==> config.mk <==
export PLATFORM = sky130hd
export DESIGN_NAME = timer_channel_status_flags
export DESIGN_NICKNAME = d
export VERILOG_FILES = /design/src/timer_channel_pkg.sv /design/src/timer_channel_status_flags.sv /design/src/capture_overrun_tracker.sv
export VERILOG_INCLUDE_DIRS = /design/src
export SDC_FILE = /design/constraint.sdc
export NUM_CORES = 1
export LEC_CHECK = 0
export BUFFER_PORTS_ARGS = -buffer_cell sky130_fd_sc_hd__clkbuf_2
export CAP_MARGIN = 20
export CORE_MARGIN = 2
export CORE_UTILIZATION = 46
export DETAILED_ROUTE_END_ITERATION = 10
export MAX_ROUTING_LAYER = met4
export PLACE_DENSITY_LB_ADDON = 0.2
export SYNTH_ARGS = -nofsm -noshare
export SYNTH_HDL_FRONTEND = slang
export SYNTH_SLANG_ARGS = --single-unit
export TNS_END_PERCENT = 20
==> constraint.sdc <==
create_clock -name clock -period 1.6 [get_ports clock]
set_input_delay 0.16 -clock clock [delete_from_list [all_inputs] [get_ports clock]]
set_output_delay 0.16 -clock clock [all_outputs]
set_load 0.03 [all_outputs]
==> src/timer_channel_consts.svh <==
`ifndef TIMER_CHANNEL_CONSTS_SVH
`define TIMER_CHANNEL_CONSTS_SVH

// ==========================================================================
// Register byte offsets
`define CH_MODE_OFS 8'h04
`define CH_EVENT_STATUS_OFS 8'h20
`define CH_IRQ_PEND_OFS 8'h24
`define CH_IRQ_MASK_OFS 8'h28

// ==========================================================================
// Event flag bit positions
`define FLAG_COUNTER_WRAP 0
`define FLAG_LOAD_OVERRUN 1
`define FLAG_CMP_A 2
`define FLAG_CMP_B 3
`define FLAG_CMP_C 4
`define FLAG_LOAD_A 5
`define FLAG_LOAD_B 6
`define FLAG_EXT_TRIGGER 7
`define FLAG_COUNT 8

// ==========================================================================
// Mode register field and reset values
`define MODE_WAVE_BIT 0
`define MODE_RESET 1'h0
`define FLAGS_RESET 8'h00
`define MASK_RESET 8'h00

// ==========================================================================
// Flags that only exist in one of the two modes
`define CAPTURE_ONLY_FLAGS 8'h62
`define WAVE_ONLY_FLAGS 8'h0C

`endif

==> src/timer_channel_pkg.sv <==
package timer_channel_pkg;

  // ========================================================================
  // Channel operating mode
  typedef enum logic {
    MODE_CAPTURE,
    MODE_WAVE
  } chanMode_e;

  // ========================================================================
  // One-cycle event pulses from the counter core
  typedef struct packed {
    logic counterWrap;
    logic cmpA;
    logic cmpB;
    logic cmpC;
    logic loadA;
    logic loadB;
    logic extTrigger;
    logic capARead;
    logic capBRead;
  } chanEvents_s;

  typedef logic [7:0] flagVec_t;

endpackage : timer_channel_pkg

==> src/timer_channel_status_flags.sv <==
// Notes on behaviour
// Counter overflow sets bit 0 until read
// Capture double load sets bit 1
// Wave mode compare A sets bit 2
// Wave mode compare B sets bit 3
// Compare C sets bit 4 any mode
// Capture mode load A sets bit 5
// Capture mode load B sets bit 6
// External trigger sets bit 7 any mode
// Status read clears; concurrent event survives
`timescale 1ns/1ps
`include "timer_channel_consts.svh"

module timer_channel_status_flags #(
  parameter int ADDR_W = 8,
  parameter int DATA_W = 32
) (
  input wire logic clock, // 40 MHz channel clock
  input wire logic rst_n, // Async reset, low
  input wire logic [ADDR_W-1:0] addr, // Register byte address
  input wire logic [DATA_W-1:0] wrData, // Write data
  input wire logic wrStrobe, // Write strobe
  input wire logic rdStrobe, // Read strobe
  input timer_channel_pkg::chanEvents_s events, // Event pulses
  output logic [DATA_W-1:0] rdData, // Read data, next cycle
  output logic waveMode, // Current mode, high = wave
  output logic irq // Level interrupt
);

  // ========================================================================
  // Parameter checks
  if (ADDR_W < 6 || ADDR_W > 8) begin : gAddrWCheck
    $error("ADDR_W must be 6 to 8");
  end
  if (DATA_W != 32) begin : gDataWCheck
    $error("DATA_W must be 32");
  end
  if (`FLAG_COUNT != $bits(timer_channel_pkg::flagVec_t)) begin : gFlagCheck
    $error("Flag count does not match the flag vector");
  end
  if (`FLAG_COUNT > DATA_W) begin : gFlagFitCheck
    $error("Flags do not fit the data word");
  end
  if (`MODE_WAVE_BIT >= DATA_W) begin : gModeBitCheck
    $error("Mode bit outside the data word");
  end

  // ========================================================================
  // Helpers
  function automatic logic hitAddr(input logic [ADDR_W-1:0] a,
                                   input logic [7:0] ofs);
    hitAddr = (a == ofs[ADDR_W-1:0]);
  endfunction : hitAddr

  function automatic timer_channel_pkg::flagVec_t qualify(
      input timer_channel_pkg::flagVec_t raw,
      input timer_channel_pkg::chanMode_e mode);
    timer_channel_pkg::flagVec_t keep;
    keep = 8'hFF;
    unique case (mode)
      timer_channel_pkg::MODE_WAVE: keep = ~`CAPTURE_ONLY_FLAGS;
      timer_channel_pkg::MODE_CAPTURE: keep = ~`WAVE_ONLY_FLAGS;
    endcase
    qualify = raw & keep;
  endfunction : qualify

  function automatic logic [DATA_W-1:0] wordOf(
      input timer_channel_pkg::flagVec_t v);
    wordOf = {{(DATA_W-`FLAG_COUNT){1'b0}}, v};
  endfunction : wordOf

  // ========================================================================
  // Bus decode
  logic wrMode;
  logic wrIrqPend;
  logic wrIrqMask;
  logic rdStatus;
  logic rdMode;
  logic rdIrqPend;
  logic rdIrqMask;

  assign wrMode = wrStrobe & hitAddr(addr, `CH_MODE_OFS);
  assign wrIrqPend = wrStrobe & hitAddr(addr, `CH_IRQ_PEND_OFS);
  assign wrIrqMask = wrStrobe & hitAddr(addr, `CH_IRQ_MASK_OFS);
  assign rdStatus = rdStrobe & hitAddr(addr, `CH_EVENT_STATUS_OFS);
  assign rdMode = rdStrobe & hitAddr(addr, `CH_MODE_OFS);
  assign rdIrqPend = rdStrobe & hitAddr(addr, `CH_IRQ_PEND_OFS);
  assign rdIrqMask = rdStrobe & hitAddr(addr, `CH_IRQ_MASK_OFS);

  // ========================================================================
  // Mode register
  timer_channel_pkg::chanMode_e mode_ff;

  always_ff @(posedge clock or negedge rst_n) begin
    if (!rst_n) begin
      mode_ff <= timer_channel_pkg::MODE_CAPTURE;
    end else if (wrMode) begin
      mode_ff <= wrData[`MODE_WAVE_BIT] ? timer_channel_pkg::MODE_WAVE
                                        : timer_channel_pkg::MODE_CAPTURE;
    end
  end

  logic isWave;
  logic isCapture;

  assign isWave = (mode_ff == timer_channel_pkg::MODE_WAVE);
  assign isCapture = (mode_ff == timer_channel_pkg::MODE_CAPTURE);

  // ========================================================================
  // Load overrun detection per capture register
  logic overrunA;
  logic overrunB;

  capture_overrun_tracker trackA (
    .clock(clock),
    .rst_n(rst_n),
    .captureMode(isCapture),
    .loadEv(events.loadA),
    .readEv(events.capARead),
    .overrunEv(overrunA)
  );

  capture_overrun_tracker trackB (
    .clock(clock),
    .rst_n(rst_n),
    .captureMode(isCapture),
    .loadEv(events.loadB),
    .readEv(events.capBRead),
    .overrunEv(overrunB)
  );

  // ========================================================================
  // Event set vector, already qualified by mode
  timer_channel_pkg::flagVec_t setVec;

  always_comb begin
    setVec = `FLAGS_RESET;
    setVec[`FLAG_COUNTER_WRAP] = events.counterWrap;
    setVec[`FLAG_LOAD_OVERRUN] = isCapture & (overrunA | overrunB);
    setVec[`FLAG_CMP_A] = isWave & events.cmpA;
    setVec[`FLAG_CMP_B] = isWave & events.cmpB;
    setVec[`FLAG_CMP_C] = events.cmpC;
    setVec[`FLAG_LOAD_A] = isCapture & events.loadA;
    setVec[`FLAG_LOAD_B] = isCapture & events.loadB;
    setVec[`FLAG_EXT_TRIGGER] = events.extTrigger;
  end

  // ========================================================================
  // Sticky status flags, cleared by a status read
  logic counterWrapFlag_ff;
  logic loadOverrunFlag_ff;
  logic cmpAFlag_ff;
  logic cmpBFlag_ff;
  logic cmpCFlag_ff;
  logic loadAFlag_ff;
  logic loadBFlag_ff;
  logic extTriggerFlag_ff;

  // Set wins over a clear by the same status read
  always_ff @(posedge clock or negedge rst_n) begin
    if (!rst_n) begin
      counterWrapFlag_ff <= 1'b0;
    end else if (setVec[`FLAG_COUNTER_WRAP]) begin
      counterWrapFlag_ff <= 1'b1;
    end else if (rdStatus) begin
      counterWrapFlag_ff <= 1'b0;
    end
  end

  always_ff @(posedge clock or negedge rst_n) begin
    if (!rst_n) begin
      loadOverrunFlag_ff <= 1'b0;
    end else if (setVec[`FLAG_LOAD_OVERRUN]) begin
      loadOverrunFlag_ff <= 1'b1;
    end else if (rdStatus) begin
      loadOverrunFlag_ff <= 1'b0;
    end
  end

  always_ff @(posedge clock or negedge rst_n) begin
    if (!rst_n) begin
      cmpAFlag_ff <= 1'b0;
    end else if (setVec[`FLAG_CMP_A]) begin
      cmpAFlag_ff <= 1'b1;
    end else if (rdStatus) begin
      cmpAFlag_ff <= 1'b0;
    end
  end

  always_ff @(posedge clock or negedge rst_n) begin
    if (!rst_n) begin
      cmpBFlag_ff <= 1'b0;
    end else if (setVec[`FLAG_CMP_B]) begin
      cmpBFlag_ff <= 1'b1;
    end else if (rdStatus) begin
      cmpBFlag_ff <= 1'b0;
    end
  end

  always_ff @(posedge clock or negedge rst_n) begin
    if (!rst_n) begin
      cmpCFlag_ff <= 1'b0;
    end else if (setVec[`FLAG_CMP_C]) begin
      cmpCFlag_ff <= 1'b1;
    end else if (rdStatus) begin
      cmpCFlag_ff <= 1'b0;
    end
  end

  always_ff @(posedge clock or negedge rst_n) begin
    if (!rst_n) begin
      loadAFlag_ff <= 1'b0;
    end else if (setVec[`FLAG_LOAD_A]) begin
      loadAFlag_ff <= 1'b1;
    end else if (rdStatus) begin
      loadAFlag_ff <= 1'b0;
    end
  end

  always_ff @(posedge clock or negedge rst_n) begin
    if (!rst_n) begin
      loadBFlag_ff <= 1'b0;
    end else if (setVec[`FLAG_LOAD_B]) begin
      loadBFlag_ff <= 1'b1;
    end else if (rdStatus) begin
      loadBFlag_ff <= 1'b0;
    end
  end

  always_ff @(posedge clock or negedge rst_n) begin
    if (!rst_n) begin
      extTriggerFlag_ff <= 1'b0;
    end else if (setVec[`FLAG_EXT_TRIGGER]) begin
      extTriggerFlag_ff <= 1'b1;
    end else if (rdStatus) begin
      extTriggerFlag_ff <= 1'b0;
    end
  end

  // ========================================================================
  // Status image, flags of the other mode read as zero
  timer_channel_pkg::flagVec_t rawFlags;
  timer_channel_pkg::flagVec_t statusImage;

  always_comb begin
    rawFlags = `FLAGS_RESET;
    rawFlags[`FLAG_COUNTER_WRAP] = counterWrapFlag_ff;
    rawFlags[`FLAG_LOAD_OVERRUN] = loadOverrunFlag_ff;
    rawFlags[`FLAG_CMP_A] = cmpAFlag_ff;
    rawFlags[`FLAG_CMP_B] = cmpBFlag_ff;
    rawFlags[`FLAG_CMP_C] = cmpCFlag_ff;
    rawFlags[`FLAG_LOAD_A] = loadAFlag_ff;
    rawFlags[`FLAG_LOAD_B] = loadBFlag_ff;
    rawFlags[`FLAG_EXT_TRIGGER] = extTriggerFlag_ff;
  end

  assign statusImage = qualify(rawFlags, mode_ff);

  // ========================================================================
  // Interrupt pending and mask, write one to clear pending
  timer_channel_pkg::flagVec_t irqPend_ff;
  timer_channel_pkg::flagVec_t irqMask_ff;
  timer_channel_pkg::flagVec_t nxt_irqPend;
  timer_channel_pkg::flagVec_t clrPend;

  assign clrPend = wrIrqPend ? wrData[`FLAG_COUNT-1:0] : `FLAGS_RESET;

  // Set wins over a clear in the same cycle
  assign nxt_irqPend = (irqPend_ff & ~clrPend) | setVec;

  always_ff @(posedge clock or negedge rst_n) begin
    if (!rst_n) begin
      irqPend_ff <= `FLAGS_RESET;
    end else begin
      irqPend_ff <= nxt_irqPend;
    end
  end

  always_ff @(posedge clock or negedge rst_n) begin
    if (!rst_n) begin
      irqMask_ff <= `MASK_RESET;
    end else if (wrIrqMask) begin
      irqMask_ff <= wrData[`FLAG_COUNT-1:0];
    end
  end

  logic irq_ff;

  always_ff @(posedge clock or negedge rst_n) begin
    if (!rst_n) begin
      irq_ff <= 1'b0;
    end else begin
      irq_ff <= |(nxt_irqPend & irqMask_ff);
    end
  end

  // ========================================================================
  // Read mux, registered one cycle after the strobe
  logic [DATA_W-1:0] rdData_ff;
  logic [DATA_W-1:0] nxt_rdData;

  // Unmapped addresses and idle cycles read zero
  always_comb begin
    nxt_rdData = '0;
    if (rdStatus) begin
      nxt_rdData = wordOf(statusImage);
    end else if (rdMode) begin
      nxt_rdData[`MODE_WAVE_BIT] = isWave;
    end else if (rdIrqPend) begin
      nxt_rdData = wordOf(irqPend_ff);
    end else if (rdIrqMask) begin
      nxt_rdData = wordOf(irqMask_ff);
    end
  end

  always_ff @(posedge clock or negedge rst_n) begin
    if (!rst_n) begin
      rdData_ff <= '0;
    end else begin
      rdData_ff <= nxt_rdData;
    end
  end

  // ========================================================================
  // Mode output
  logic waveMode_ff;

  always_ff @(posedge clock or negedge rst_n) begin
    if (!rst_n) begin
      waveMode_ff <= `MODE_RESET;
    end else if (wrMode) begin
      waveMode_ff <= wrData[`MODE_WAVE_BIT];
    end
  end

  // ========================================================================
  // Outputs
  assign rdData = rdData_ff;
  assign waveMode = waveMode_ff;
  assign irq = irq_ff;

endmodule : timer_channel_status_flags

==> src/capture_overrun_tracker.sv <==
`timescale 1ns/1ps
`include "timer_channel_consts.svh"

module capture_overrun_tracker (
  input wire logic clock, // Channel clock
  input wire logic rst_n, // Async reset, low
  input wire logic captureMode, // High in capture mode
  input wire logic loadEv, // Capture register loaded
  input wire logic readEv, // Capture register read
  output logic overrunEv // Load over unread value
);

  // ========================================================================
  // Unread value tracking
  logic unread_ff;
  logic nxt_unread;

  always_comb begin
    nxt_unread = unread_ff;
    if (!captureMode) begin
      nxt_unread = 1'b0;
    end else if (loadEv) begin
      nxt_unread = 1'b1;
    end else if (readEv) begin
      nxt_unread = 1'b0;
    end
  end

  always_ff @(posedge clock or negedge rst_n) begin
    if (!rst_n) begin
      unread_ff <= 1'b0;
    end else begin
      unread_ff <= nxt_unread;
    end
  end

  // A read in the same cycle consumes the old value first
  assign overrunEv = captureMode & loadEv & unread_ff & ~readEv;

endmodule : capture_overrun_tracker

==> flow_summary_export.csv <==
group,metric,value,unit
die,start_util,48.4,%
timing,fmax,682,MHz
critical_path,r2r_end,"irq$_DFF_PN0_",
critical_path,r2r_slack,150,ps
critical_path,cp_max_fo,3,
critical_path,r2r.worst_path.cells,5,
critical_path,arrival,1600,ps
routing,antenna_left,0,
synthesis,ys_seq_area_share,50.5,%
finish,drive_above_1_share,34.8,%
routing,vias_per_cell,5.08,
routing,firstDrtPassIters,4,
min_path,min_path_type,"input port to register",
global_routing,grt_overflow_total,0,
critical_path,crit_required,1740,ps
power_and_ir_drop,p_leak,1.09,nW
timing,period_share,91.7,%
finish,num_antenna_cells,0,
clock_network,clkLatencyLatePin,290,ps
power_and_ir_drop,power,2.04,mW
flow_run,max-cap-violations,0,
min_path,min_path_cells,2,
power_and_ir_drop,ir_drop,0.000541,V
finish,final_cell_mix,"38 x clkbuf_2, 35 x dfrtp_1, 24 x conb_1, 15 x nand2_1, 15 x buf_4",
routing,drt_iter0_drc,104,
timing,grt_setup_unrepaired,"no",
finish,final_core_util,59.0,%
timing,fin_skew,5.60,ps
clock_network,root_buffer,"clkbuf_8",
global_routing,grt_max_degree,20,
routing,totalWireLength,3.93,mm
global_routing,antenna_found_initial,0,
placement,gp_congestion,0.779,
timing,hold_viol,0,
die,rows,22,
clock_network,cts_made_buffers,5,
synthesis,synth_cell_type_count,33,
clock_network,cts_buffer_depth,2,
placement,place_ws,-168,ps
routing,wl_met1,1.58,mm
finish,layout_commonest_cell,"clkbuf_2",
die,boundaryPins,87,
placement,hpwl,3.07,mm
die,dieWidth,66.3,um
synthesis,yosys_warnings,0,
clock_network,cts_num_sinks,36,
routing,wl_met3,214,um
die,core-area,3690,sq um
power_and_ir_drop,cellPowerDensity,936,nW/um^2
finish,synthToLayoutAreaGrowth,21.9,%
routing,drc,0,
synthesis,syn_avg_cell_area,11.0,sq um
placement,io_buffers,38,
clock_network,htree_num_levels,2,
routing,vias,1382,
routing,routed-wl-met2,2.08,mm
timing,setup_viol_count_final,0,
run_status,run_status,"complete, no violations",
clock_network,path_clk_slew,70,ps
synthesis,ys_ff_latch,36,
die,die-area,4400,sq um
global_routing,grt_pass1_wl,6.53,mm
synthesis,syn-instance-count,163,
routing,highest_layer,"met4",
timing,finalCriticalPeriod,1470,ps
finish,layout.nets,276,
die,die_h,66.3,um
global_routing,grt_pass1_vias,1416,
min_path,hp-start,"events[5]",
global_routing,grt_usage,20.7,%
timing,slew_violations,0,
routing,wl_per_cell,14.5,um
critical_path,endpoint_kind,"register",
critical_path,r2r-start,"isWave$_DFFE_PN0P_",
min_path,min_to,"cmpCFlag_ff$_DFFE_PN0P_",
critical_path,path_class,"input port to register",
synthesis,syn_area,1790,sq um
clock_network,cts_tree,"yes",
critical_path,crit_path_start_kind,"input port",
timing,setup_ws,133,ps
[repair_timing]
action,CTS,global route
hold endpoints to repair,17,0
buffers inserted,0,0
resized for setup,0,1
hold buffers,1,0
setup endpoints to repair,0,1
[metrics by stage]
stage | hold WS [ps] | area, sq um | TNS, ps | instances
after detailed placement | 148 | 2070 | -209 | 263
final | 68.4 | 2180 | 0 | 272
after CTS | 68.2 | 2170 | 0 | 272
after global placement | 140 | 2070 | -169 | 263
after global routing | 70.1 | 2180 | 0 | 272
after floorplan | -136 | 1870 | 0 | 186
[logic make-up after synthesis]
| family | Yosys count | share of synthesized area [%] |
|---|---|---|
| DFF | 36 | 50.5 |
| other | 1 | 0.210 |
| buffers and inverters | 33 | 12.0 |
| and+or+nand+nor | 52 | 17.9 |
| muxes | 9 | 5.68 |
| AOI/OAI and AO/OA | 32 | 13.8 |
[critical path, stage by stage]
cell and delay, ps:
clkbuf_2 120, or4b_4 590, nor3_4 230, o221ai_1 150, a31oi_1 210, nand4_1 140
[routing by layer]
metal  GRT usage [%]  vias to the layer above
met2            35.6                       52
met5               -                        -
met4            7.65                        0
met1            23.5                      665
li1                -                      658
met3            4.60                        7
[worst max path at each step]
stage	startpoint	to	slack (ps)	depth (start not counted)
6_report	addr[3]	irq$_DFF_PN0_	130	6
2_1_floorplan	isWave$_DFFE_PN0P_	rdData[6]$_DFF_PN0_	150	4
4_1_cts	isWave$_DFFE_PN0P_	irq$_DFF_PN0_	40	4
5_1_grt	isWave$_DFFE_PN0P_	irq$_DFF_PN0_	60	5
3_3_place_gp	addr[3]	irq$_DFF_PN0_	-140	6
3_5_place_dp	addr[3]	irq$_DFF_PN0_	-170	6
[power breakdown]
group          leakage (nW)  internal [mW]  switching (mW)
registers             0.415          0.975          0.0443
clock network        0.0445          0.350           0.317
logic                 0.630          0.128           0.224
[Yosys cell counts]
master / number / area, sq um
nor3_2: 1 / 10.0
a222oi_1: 6 / 60.1
nand4_1: 7 / 43.8
a22oi_1: 5 / 37.5
mux2_2: 9 / 101
nor3_4: 2 / 32.5
nor3_1: 1 / 5.00
a31oi_1: 1 / 6.26
or4b_4: 1 / 13.8
inv_1: 8 / 30.0
a22o_1: 2 / 17.5
and2_1: 2 / 12.5
a21boi_0: 1 / 7.51
o21ai_0: 4 / 20.0
nor4b_4: 1 / 23.8
conb_1: 1 / 3.75
nand2b_1: 1 / 6.26
clkbuf_1: 1 / 3.75
a21o_1: 9 / 67.6
nand4b_1: 1 / 8.76
nor2_1: 8 / 30.0
o41ai_1: 1 / 8.76
buf_4: 24 / 180
or2_2: 1 / 6.26
dfrtp_1: 36 / 901
o21a_1: 1 / 7.51
a21oi_1: 1 / 5.00
or3_4: 1 / 11.3
nand3_1: 3 / 15.0
nor4_1: 1 / 6.26
nor2b_1: 6 / 37.5
o221ai_1: 1 / 8.76
nand2_1: 15 / 56.3
[final cells by class]
cell class                      count  area (sq um)
Inverter                            8          30.0
Timing Repair Buffer               55           333
Tap cell                           48          60.1
Clock inverter                      1          7.51
Fill cell                         351          1510
Sequential cell                    36           902
Clock buffer                        7          86.3
Multi-Input combinational cell    117           757
No activity file was read; power rests on OpenSTA's default activity.
